==> src/design/usw_pkg.sv <==
// package: register map, field positions and timing for the usb suspend/wake block
package usw_pkg;
  // register byte offsets on the avalon slave
  localparam logic [3:0] OFS_PORT = 4'h0;
  localparam logic [3:0] OFS_CFG = 4'h4;
  localparam logic [3:0] OFS_WAKE = 4'h8;
  localparam logic [3:0] OFS_STAT = 4'hC;
  // port_status_control fields
  localparam int PB_SUSPEND = 0;
  localparam int PB_RESUME = 1;
  localparam int PB_RESET = 2;
  localparam int PB_PCD = 3;
  localparam int PB_WCONN_EN = 4;
  localparam int PB_WDISC_EN = 5;
  localparam int PB_WOC_EN = 6;
  localparam int PB_RWKEN = 7;
  localparam int PB_HOST = 8;
  localparam logic [8:0] PORT_RST = 9'h000;
  // system_config_block fields
  localparam int CB_FULLSUSP = 0;
  localparam int CB_USRWAKE = 1;
  localparam logic [1:0] CFG_RST = 2'h0;
  // wake cause flags
  localparam int W_CONN = 0;
  localparam int W_DISC = 1;
  localparam int W_OC = 2;
  localparam int W_RWK = 3;
  localparam int W_USR = 4;
  localparam int W_VBUS = 5;
  localparam int W_BVAL = 6;
  localparam int W_DLINE = 7;
  localparam logic [7:0] WAKE_RST = 8'h00;
  // synchroniser lanes
  localparam int S_LCLK = 0;
  localparam int S_K = 1;
  localparam int S_DP = 2;
  localparam int S_DM = 3;
  localparam int S_CONN = 4;
  localparam int S_OC = 5;
  localparam int S_VBUS = 6;
  localparam int S_BVAL = 7;
  localparam int S_USR = 8;
  localparam int S_HWK = 9;
  localparam int S_DWK = 10;
  localparam int NSYNC = 11;
  localparam logic [10:0] SYNC_RST = 11'h700;
  // timing
  localparam int CLK_MHZ = 50;
  localparam int LINK_PERIOD_NS = 160;
  localparam int LINK_TO_CYC = (2 * LINK_PERIOD_NS * CLK_MHZ) / 1000;
  localparam logic [4:0] LINK_TO = 5'(LINK_TO_CYC);
  localparam int WAKE_CYC = 4;
  typedef enum logic [1:0] {
    ST_RUN = 2'b00,
    ST_LOW = 2'b01,
    ST_WAKE = 2'b10
  } usw_state_t;
endpackage

==> src/design/usw_suspend_wake.sv <==
// usb suspend/wake controller: low-power state, transceiver suspend and wake sources
//
// Local design decisions: the register offsets and the Avalon-MM slave port.
`timescale 1ns/1ps
`default_nettype none
// Behaviour
// - host suspend idles bus, blocks port, stops clock
// - host remote wake: k-state restarts clock, interrupts
// - external event clears suspend; software resumes/resets
// - disconnect-suspend connect restarts clock, interrupts
// - suspend output stops transceiver 30/60 mhz clocks
// - full-suspend control from config bit 0
// - pll may power down while suspended
// - clock-needed low lets ahb clock stop
// - phy clock disable enters, clearing leaves
// - host connect wakes with enable, or without it in suspend without phy clock disable
// - host disconnect wakes only with enable
// - host over-current wakes only with enable
// - host remote wake leaves low power
// - active-low user wake input wakes either mode
// - any vbus-valid change wakes
// - any b-session-valid change wakes
// - device data-line change wakes
// - vbus and b-valid edges unfiltered
module usw_suspend_wake (
  input wire logic i_clk, // system clock, 50 mhz
  input wire logic i_reset_n, // async reset, active low
  input wire logic [3:0] i_address, // avalon byte address
  input wire logic i_read, // avalon read
  input wire logic i_write, // avalon write
  input wire logic [31:0] i_writedata, // avalon write data
  input wire logic [3:0] i_byteenable, // avalon byte enables
  output logic [31:0] o_readdata, // avalon read data
  output logic o_waitrequest, // avalon wait request
  input wire logic i_link_clk, // transceiver clock, sampled
  input wire logic i_kstate, // bus in k-state
  input wire logic i_dp, // usb d+ level
  input wire logic i_dm, // usb d- level
  input wire logic i_connected, // device attached
  input wire logic i_overcurrent, // port over-current
  input wire logic i_vbus_valid, // vbus above 4.4 v
  input wire logic i_b_valid, // vbus above 4.0 v
  input wire logic i_user_wake_n, // user wake, active low
  input wire logic i_host_wake_n, // extra host wake, active low
  input wire logic i_dev_wake_n, // extra device wake, active low
  output logic o_phy_suspend, // transceiver suspend
  output logic o_full_suspend_ctl, // transceiver full-suspend control
  output logic o_pll_off_ok, // 480 mhz pll may power down
  output logic o_ahb_clk_needed, // system clock needed
  output logic o_port_idle, // bus idle, port traffic blocked
  output logic o_port_resume, // resume request to port
  output logic o_port_reset, // reset request to port
  output logic o_wake_irq // wake event pending
);

  usw_pkg::usw_state_t st;
  usw_pkg::usw_state_t next_st;
  logic ack;
  logic [8:0] port_q;
  logic [1:0] cfg_q;
  logic [7:0] wake_q;
  logic [7:0] ev;
  logic [7:0] wake_clr;
  logic [1:0] wcnt;
  logic [4:0] lto;
  logic link_run;
  logic [usw_pkg::NSYNC-1:0] raw;
  logic [usw_pkg::NSYNC-1:0] sa;
  logic [usw_pkg::NSYNC-1:0] s;
  logic [usw_pkg::NSYNC-1:0] p;
  logic [31:0] rd_mux;
  logic wr_go;
  logic wake_hit;
  logic lp_req;
  logic host;
  logic susp;
  logic pcd;
  logic conn_r;
  logic conn_f;
  logic oc_r;

  assign raw = {i_dev_wake_n, i_host_wake_n, i_user_wake_n, i_b_valid, i_vbus_valid,
                i_overcurrent, i_connected, i_dm, i_dp, i_kstate, i_link_clk};

  // two-stage synchroniser per pin; logic reads stage two and the delayed copy p
  genvar g;
  generate
    for (g = 0; g < usw_pkg::NSYNC; g++) begin : g_sync
      always_ff @(posedge i_clk or negedge i_reset_n) begin
        if (!i_reset_n) begin
          sa[g] <= usw_pkg::SYNC_RST[g];
          s[g] <= usw_pkg::SYNC_RST[g];
          p[g] <= usw_pkg::SYNC_RST[g];
        end else begin
          sa[g] <= raw[g];
          s[g] <= sa[g];
          p[g] <= s[g];
        end
      end
    end
  endgenerate

  // avalon handshake: one wait state on every access
  always_ff @(posedge i_clk or negedge i_reset_n) begin
    if (!i_reset_n) begin
      ack <= 1'b0;
    end else begin
      ack <= (i_read | i_write) & ~ack;
    end
  end
  assign o_waitrequest = (i_read | i_write) & ~ack;
  assign wr_go = i_write & ack;

  // read mux; unmapped offsets read zero
  always_comb begin
    rd_mux = 32'h0000_0000;
    case (i_address)
      usw_pkg::OFS_PORT: rd_mux[8:0] = port_q;
      usw_pkg::OFS_CFG: rd_mux[1:0] = cfg_q;
      usw_pkg::OFS_WAKE: rd_mux[7:0] = wake_q;
      usw_pkg::OFS_STAT: rd_mux[10:0] = {s[usw_pkg::S_OC], s[usw_pkg::S_CONN],
                                         s[usw_pkg::S_BVAL], s[usw_pkg::S_VBUS],
                                         link_run, o_pll_off_ok, o_ahb_clk_needed,
                                         o_phy_suspend, 1'b0, st};
      default: rd_mux = 32'h0000_0000;
    endcase
  end

  // read data latched in the wait cycle so it stands when waitrequest drops
  always_ff @(posedge i_clk or negedge i_reset_n) begin
    if (!i_reset_n) begin
      o_readdata <= 32'h0000_0000;
    end else if (i_read & ~ack) begin
      o_readdata <= rd_mux;
    end
  end

  assign host = port_q[usw_pkg::PB_HOST];
  assign susp = port_q[usw_pkg::PB_SUSPEND];
  assign pcd = port_q[usw_pkg::PB_PCD];
  assign lp_req = pcd | (host & susp);

  // port control; a wake clears suspend and phy clock disable after any write
  always_ff @(posedge i_clk or negedge i_reset_n) begin
    if (!i_reset_n) begin
      port_q <= usw_pkg::PORT_RST;
    end else begin
      if (wr_go && i_address == usw_pkg::OFS_PORT) begin
        if (i_byteenable[0]) begin
          port_q[7:0] <= i_writedata[7:0];
        end
        if (i_byteenable[1]) begin
          port_q[8] <= i_writedata[8];
        end
      end
      if (wake_hit) begin
        port_q[usw_pkg::PB_PCD] <= 1'b0;
        port_q[usw_pkg::PB_SUSPEND] <= 1'b0;
      end
    end
  end
  assign o_port_resume = port_q[usw_pkg::PB_RESUME];
  assign o_port_reset = port_q[usw_pkg::PB_RESET];

  // system config: full-suspend control and user wake gate
  always_ff @(posedge i_clk or negedge i_reset_n) begin
    if (!i_reset_n) begin
      cfg_q <= usw_pkg::CFG_RST;
    end else if (wr_go && i_address == usw_pkg::OFS_CFG && i_byteenable[0]) begin
      cfg_q <= i_writedata[1:0];
    end
  end
  assign o_full_suspend_ctl = cfg_q[usw_pkg::CB_FULLSUSP];

  // edge detectors on synchronised pins
  assign conn_r = s[usw_pkg::S_CONN] & ~p[usw_pkg::S_CONN];
  assign conn_f = ~s[usw_pkg::S_CONN] & p[usw_pkg::S_CONN];
  assign oc_r = s[usw_pkg::S_OC] & ~p[usw_pkg::S_OC];

  // qualified wake sources
  always_comb begin
    ev = 8'h00;
    ev[usw_pkg::W_CONN] = host & conn_r
      & (port_q[usw_pkg::PB_WCONN_EN] | (susp & ~pcd));
    ev[usw_pkg::W_DISC] = host & conn_f & port_q[usw_pkg::PB_WDISC_EN];
    ev[usw_pkg::W_OC] = host & oc_r & port_q[usw_pkg::PB_WOC_EN];
    ev[usw_pkg::W_RWK] = host & susp & port_q[usw_pkg::PB_RWKEN]
      & s[usw_pkg::S_K];
    ev[usw_pkg::W_USR] = (cfg_q[usw_pkg::CB_USRWAKE] & ~s[usw_pkg::S_USR])
      | (host & ~s[usw_pkg::S_HWK]) | (~host & ~s[usw_pkg::S_DWK]);
    // no filtering: every edge counts, glitches included
    ev[usw_pkg::W_VBUS] = s[usw_pkg::S_VBUS] ^ p[usw_pkg::S_VBUS];
    ev[usw_pkg::W_BVAL] = s[usw_pkg::S_BVAL] ^ p[usw_pkg::S_BVAL];
    ev[usw_pkg::W_DLINE] = ~host & ((s[usw_pkg::S_DP] ^ p[usw_pkg::S_DP])
      | (s[usw_pkg::S_DM] ^ p[usw_pkg::S_DM]));
  end
  assign wake_hit = (st == usw_pkg::ST_LOW) & (|ev);

  // wake causes: write one to clear, a new cause in the same cycle wins
  assign wake_clr = (wr_go && i_address == usw_pkg::OFS_WAKE && i_byteenable[0])
    ? i_writedata[7:0] : 8'h00;
  always_ff @(posedge i_clk or negedge i_reset_n) begin
    if (!i_reset_n) begin
      wake_q <= usw_pkg::WAKE_RST;
    end else begin
      wake_q <= (wake_q & ~wake_clr) | (wake_hit ? ev : 8'h00);
    end
  end
  assign o_wake_irq = |wake_q;

  // power state sequencing
  always_comb begin
    next_st = st;
    case (st)
      usw_pkg::ST_RUN: begin
        if (lp_req) begin
          next_st = usw_pkg::ST_LOW;
        end
      end
      usw_pkg::ST_LOW: begin
        if (wake_hit || !lp_req) begin
          next_st = usw_pkg::ST_WAKE;
        end
      end
      usw_pkg::ST_WAKE: begin
        if (wcnt == 2'(usw_pkg::WAKE_CYC - 1)) begin
          next_st = usw_pkg::ST_RUN;
        end
      end
      default: next_st = usw_pkg::ST_RUN;
    endcase
  end

  always_ff @(posedge i_clk or negedge i_reset_n) begin
    if (!i_reset_n) begin
      st <= usw_pkg::ST_RUN;
    end else begin
      st <= next_st;
    end
  end

  // wake hold: ST_WAKE lasts WAKE_CYC cycles while clocks settle before running again
  always_ff @(posedge i_clk or negedge i_reset_n) begin
    if (!i_reset_n) begin
      wcnt <= 2'h0;
    end else if (st == usw_pkg::ST_WAKE) begin
      wcnt <= wcnt + 2'h1;
    end else begin
      wcnt <= 2'h0;
    end
  end

  // transceiver and clock outputs registered from the next state
  always_ff @(posedge i_clk or negedge i_reset_n) begin
    if (!i_reset_n) begin
      o_phy_suspend <= 1'b0;
      o_ahb_clk_needed <= 1'b1;
      o_pll_off_ok <= 1'b0;
    end else begin
      o_phy_suspend <= (next_st == usw_pkg::ST_LOW);
      o_ahb_clk_needed <= (next_st != usw_pkg::ST_LOW);
      // only once the transceiver clock has really stopped
      o_pll_off_ok <= (next_st == usw_pkg::ST_LOW) & ~link_run;
    end
  end

  // host suspend idles the bus and blocks the port
  always_ff @(posedge i_clk or negedge i_reset_n) begin
    if (!i_reset_n) begin
      o_port_idle <= 1'b0;
    end else begin
      o_port_idle <= host & susp;
    end
  end

  // transceiver clock watchdog: sampled edges within two link periods
  always_ff @(posedge i_clk or negedge i_reset_n) begin
    if (!i_reset_n) begin
      lto <= usw_pkg::LINK_TO;
    end else if (s[usw_pkg::S_LCLK] ^ p[usw_pkg::S_LCLK]) begin
      lto <= 5'h00;
    end else if (lto != usw_pkg::LINK_TO) begin
      lto <= lto + 5'h01;
    end
  end
  assign link_run = (lto != usw_pkg::LINK_TO);

endmodule // usw_suspend_wake
`default_nettype wire

==> config.mk <==
export PLATFORM = sky130hd
export DESIGN_NAME = usw_suspend_wake
export DESIGN_NICKNAME = d
export VERILOG_FILES = /design/src/design/usw_pkg.sv /design/src/design/usw_suspend_wake.sv
export SDC_FILE = /design/constraint.sdc
export NUM_CORES = 1
export LEC_CHECK = 0
export ABC_AREA = 1
export BUFFER_PORTS_ARGS = -buffer_cell sky130_fd_sc_hd__buf_2
export CAP_MARGIN = 30
export CORE_UTILIZATION = 50
export CTS_CLUSTER_DIAMETER = 150
export DETAILED_ROUTE_END_ITERATION = 16
export HOLD_SLACK_MARGIN = 0.03
export PLACE_DENSITY = 0.78
export SKIP_CTS_REPAIR_TIMING = 1
export SYNTH_ARGS = -nofsm -noshare
export SYNTH_HDL_FRONTEND = slang
export SYNTH_SLANG_ARGS = --single-unit
export TNS_END_PERCENT = 100
==> constraint.sdc <==
create_clock -name i_clk -period 1.7 [get_ports i_clk]
set_input_delay 0.255 -clock i_clk [delete_from_list [all_inputs] [get_ports i_clk]]
set_output_delay 0.255 -clock i_clk [all_outputs]
set_load 0.02 [all_outputs]
== After elaboration in Yosys (flattened, before gate mapping) ==
Index checks and enable logic that the tools add are counted.

* Register bits: 73
* Input port bits: 55
* Output and inout bits: 41
* Logic and storage cells: 134

* Add/subtract/negate cells: 2
* Equality and inequality tests: 9
* Multiplexer cells: 17
* Bitwise gates (word level): 46
* Reductions and logical operators: 17

{| class="wikitable"
|+ Operators with widths
! kind !! number
|-
| $and 1x1->1 || 22
|-
| $pmux 6 s3 || 1
|-
| $mux 8 || 2
|-
| $reduce_or 8->1 || 2
|-
| $mux 2 || 5
|-
| $mux 5 || 2
|-
| $not 1->1 || 10
|-
| $and 8x8->8 || 1
|-
| $eq 4x4->1 const B || 2
|-
| $mux 4 || 2
|-
| $not 8->8 || 1
|-
| $or 8x8->8 || 1
|-
| $pmux 2 s4 || 1
|-
| $or 1x1->1 || 6
|-
| $pmux 2 s3 || 1
|-
| $reduce_and 2->1 || 3
|-
| $reduce_bool 2->1 || 3
|-
| $add 5x1->5 const B || 1
|-
| $logic_and 1x1->1 || 5
|-
| $ne 5x5->1 const B || 1
|-
| $xor 1x1->1 || 5
|-
| $eq 2x1->1 const B || 2
|-
| $eq 2x2->1 const B || 2
|-
| $eq 4x3->1 const B || 1
|-
| 8 further kinds || 9
|}

== Depth between registers and ports, before layout ==
* Depth after elaboration: 11
* Depth in mapped cells: 10
* Mapped depth without buffers: 9

== Least setup slack after synthesis ==
No wires, ideal clock.

* Path kind: register to register
* From: register port_q[8]
* To: register port_q[0]
* Setup time: 0.120 ns
* Arrival: 1.115 ns
* Required time: 1.580 ns
* Setup slack: 0.465 ns
* Cell stages (with the launch flop): 9
* Buffers on the path: 1
* Clock period less this slack: 1.235 ns
* Cell sequence: dfrtp_1 buf_6 or2_4 nand3_2 nor2_2 nand3_4 nand2_2 inv_2 nor2_2

* Cells in the longest elaborated chain, start to end: 7
* Elaborated cells on any way between the ends: 21
* Those cells by class: mux: 1; bitwise: 16; reduce/logical: 4

{| class="wikitable"
|+ RTL lines
! element !! line !! RTL
|-
| start: declaration || usw_suspend_wake.sv:59 || <nowiki>logic [8:0] port_q;</nowiki>
|-
| start signal: assignment || usw_suspend_wake.sv:146 || <nowiki>port_q <= usw_pkg::PORT_RST;</nowiki>
|-
| start signal: assignment || usw_suspend_wake.sv:153 || <nowiki>port_q[8] <= i_writedata[8];</nowiki>
|-
| $and 1x1->1, or another cell as far along (2 in series) || usw_suspend_wake.sv:187 || <nowiki>ev[usw_pkg::W_RWK] = host & susp & port_q[usw_pkg::PB_RWKEN]</nowiki>
|-
| $and 1x1->1 / $or 1x1->1 (equally long branches) || usw_suspend_wake.sv:188, usw_suspend_wake.sv:190 ||
|-
| $reduce_or 8->1 * || usw_suspend_wake.sv:197 || <nowiki>assign wake_hit = (st == usw_pkg::ST_LOW) & (|ev);</nowiki>
|-
| $and 1x1->1 * || usw_suspend_wake.sv:197 ||
|-
| $reduce_bool 2->1 (no source line) || -- ||
|-
| $reduce_and 2->1 (no source line) || -- ||
|}

Every way passes the cells marked *; elsewhere a longest branch is shown, timed or not.
A chain may end at the register's enable or synchronous reset.

== Worst setup path after layout ==
* From: register wake_q[3]
* To: output o_wake_irq

* Cells in the longest elaborated chain, start to end: 1

{| class="wikitable"
|+ RTL lines
! element !! line !! RTL
|-
| start: declaration || usw_suspend_wake.sv:61 || <nowiki>logic [7:0] wake_q;</nowiki>
|-
| start signal: assignment || usw_suspend_wake.sv:204 || <nowiki>wake_q <= usw_pkg::WAKE_RST;</nowiki>
|-
| start signal: assignment || usw_suspend_wake.sv:206 || <nowiki>wake_q <= (wake_q & ~wake_clr) | (wake_hit ? ev : 8'h00);</nowiki>
|-
| $reduce_or 8->1 || usw_suspend_wake.sv:209 || <nowiki>assign o_wake_irq = |wake_q;</nowiki>
|-
| end: declaration || usw_suspend_wake.sv:53 || <nowiki>output logic o_wake_irq</nowiki>
|}

No other way between the ends.

==> results.toml <==
[status]
status = "completed"

[setup_path]
endpoint_kind = "output pin"
slowest_stage = "dfrtp_1"
crit_fanout = 3
crit_required_ps = 1440
slowest_delay_ps = 410
cp.arrival_ps = 1330
cp_cell_sequence = "nor4_2 -> nand2_1 -> buf_2"
worstSetupPathType = "flop to output pin"
crit_path_start_kind = "flop"

[logic_synthesis]
yosysWarnings = 0
synth_cell_types = 32
synth_top_cell_area_share = 0.515
synth_edf_count = 0
postSynthCellCount = 326
synth-main-ff-cell = "dfrtp_1"
synthTopCellsByCount = "80 x nand2_1, 65 x dfrtp_1, 33 x inv_1"
async_reset_ff_frac = 1.00
yosysSeqAreaShare = 0.581
synth-seq-cells = 73
synth.avg_cell_area_sq_um = 9.69
synth.largest_area_cell = "dfrtp_1"
synth_area_sq_um = 3160
synth.most_common_cell = "nand2_1"
synth_area_leaders = "dfrtp_1 51%, nand2_1 9.5%, dfstp_2 6.7%"

[power_and_ir_drop]
power_mw = 4.19
internal-power_mw = 2.80
p_sw_frac = 0.333
seq_power_share = 0.515
pwr-share-clk = 0.305
p_sw_mw = 1.40
p_per_area_nw_per_um2 = 1120
p_comb_frac = 0.180
p_leak_nw = 1.90
ir_drop_mv = 0.774

[cells_and_area]
postLayoutCoreUtil = 0.619
drive_above_1_share = 0.262
nets = 454
areaGrowthSynthToFinish_pct = 18.1
diodes = 0
final_cells = 476
design_area_sq_um = 3730

[clock_network]
cts_tree = "built"
cts_sinks = 73
root_buffer = "clkbuf_8"
insertion_delay_ps = 360
cts_buffer_depth = 2
path_clk_slew_ps = 90
cts_buffers = 9
cts_max_level = 3

[route]
vias = 2338
via_per_inst = 4.91
ant_nets = 0
post-route-drc-count = 0
drtIter0Drc = 234
drt-total-wl_microns = 6040
routedWlPerCell_microns = 12.7
dr.pass1.iters = 4

[global_route]
antenna_found_initial = 0
grt_pass1_vias = 2090
track_usage = 0.204
grt_start_max_net_pins = 74
grt_first_pass_wirelength_microns = 9670
overflow = 0

[timing]
fin_tns_setup_ps = 0
relSlewSlack = 0.637
fmax_mhz = 633
fin_ws_ps = 119
worst_pin_slew_ps = 542
final.period_utilization = 0.930
rsz0062_at_grt = "no"
fin_crit_ps = 1580
drv_slew = 0
setup_violations = 0
fin_worst_skew_ps = 8.04
holdWs_ps = 122
hold_viol_final = 0

[die]
initial_core_util = 0.525
ios = 96
fp.coreArea_sq_um = 6030
die_y_microns = 81.5
dieArea_sq_um = 6640
dieWidth_microns = 81.5
fp-row-count = 28

[placement]
dp_slack_ps = 272
io_buffers = 49
gp_congestion = 0.868
placed_area_sq_um = 3420
dpl.hpwl_microns = 4290
dp_cells = 448

[flow_run]
cap_violations = 0

[min_path]
hp-class = "input port to flop"
## cell families after synthesis
family	synth area share
other cells	0.00119
xor+xnor	0.0111
compound gates	0.0618
fa+ha+maj	0.0119
flops	0.581
simple gates	0.227
buf+inv	0.106
## power by group through the flow
stage | clock network, mW | registers (mW) | logic (mW)
after floorplan | 0 | 2.21 | 0.484
after CTS | 1.31 | 2.15 | 0.736
after global placement | 0 | 2.18 | 0.705
after detailed placement | 0 | 2.19 | 0.731
after global routing | 1.39 | 2.19 | 0.850
final | 1.28 | 2.16 | 0.753
## cell usage in the layout, fill, tap and decap left out, drive strengths merged
cell type    netlist  final
a211oi             1      1
a21oi             11     11
a31oi              1      1
buf               24     51
clkbuf             0      9
clkinv             0      2
clkinvlp           0      2
conb               1     21
dfrtp             65     65
dfstp              8      8
dlygate4sd3        0     12
ha                 3      3
inv               40     43
nand2             89     89
nand3             13     13
nand3b             5      5
nand4              9      9
nor2              25     25
nor3               1      1
nor4               2      2
o21ai             19     19
o221ai             1      1
o31ai              3      3
or2                1      1
xnor2              3      3
xor2               1      1
## routing by layer
layer / vias up / global-route usage / wire length [microns]
li1: 1136 / - / -
met1: 1107 / 0.245 / 2530
met2: 79 / 0.328 / 3000
met3: 16 / 0.0578 / 345
met4: 0 / 0.118 / 165
met5: - / 0 / 0
## flip-flops by register name, summed over array words and instances, names as in the netlist, 2 cells and up
signal / count
s: 11
cfg_q: 2
p: 7
o_readdata: 11
port_q: 9
sa: 11
lto: 5
st: 2
wake_q: 8
wcnt: 2
## area by class of cell
type	instances	area, sq um
multi-input cells	209	1070
repair buffers	63	393
clock inverters	7	63.8
well taps	75	93.8
flip-flops and latches	73	1840
fillers	492	2290
clock buffers	9	124
inverters	40	150
## path summary, 6_finish.rpt
check | startpoint | to | slack (ps) | depth (start not counted)
worst min register to register | sa[0] | s[0] | 350 | 0
max in group asynchronous | i_reset_n | o_ahb_clk_needed | 910 | 3
worst max register to register | lto[0] | lto[2] | 270 | 5
worst min-delay path | i_writedata[6] | port_q[6] | 120 | 3
min in group asynchronous | i_reset_n | port_q[0] | 440 | 3
worst max-delay path | wake_q[3] | o_wake_irq | 120 | 3
## critical path: cells and delay by family, from the launching register on
family / cells / cell delay (ps)
flip-flops: 1 / 410
AND/OR/NAND/NOR: 2 / 380
buffers and inverters: 1 / 170
(Power assumes the default switching activity.)
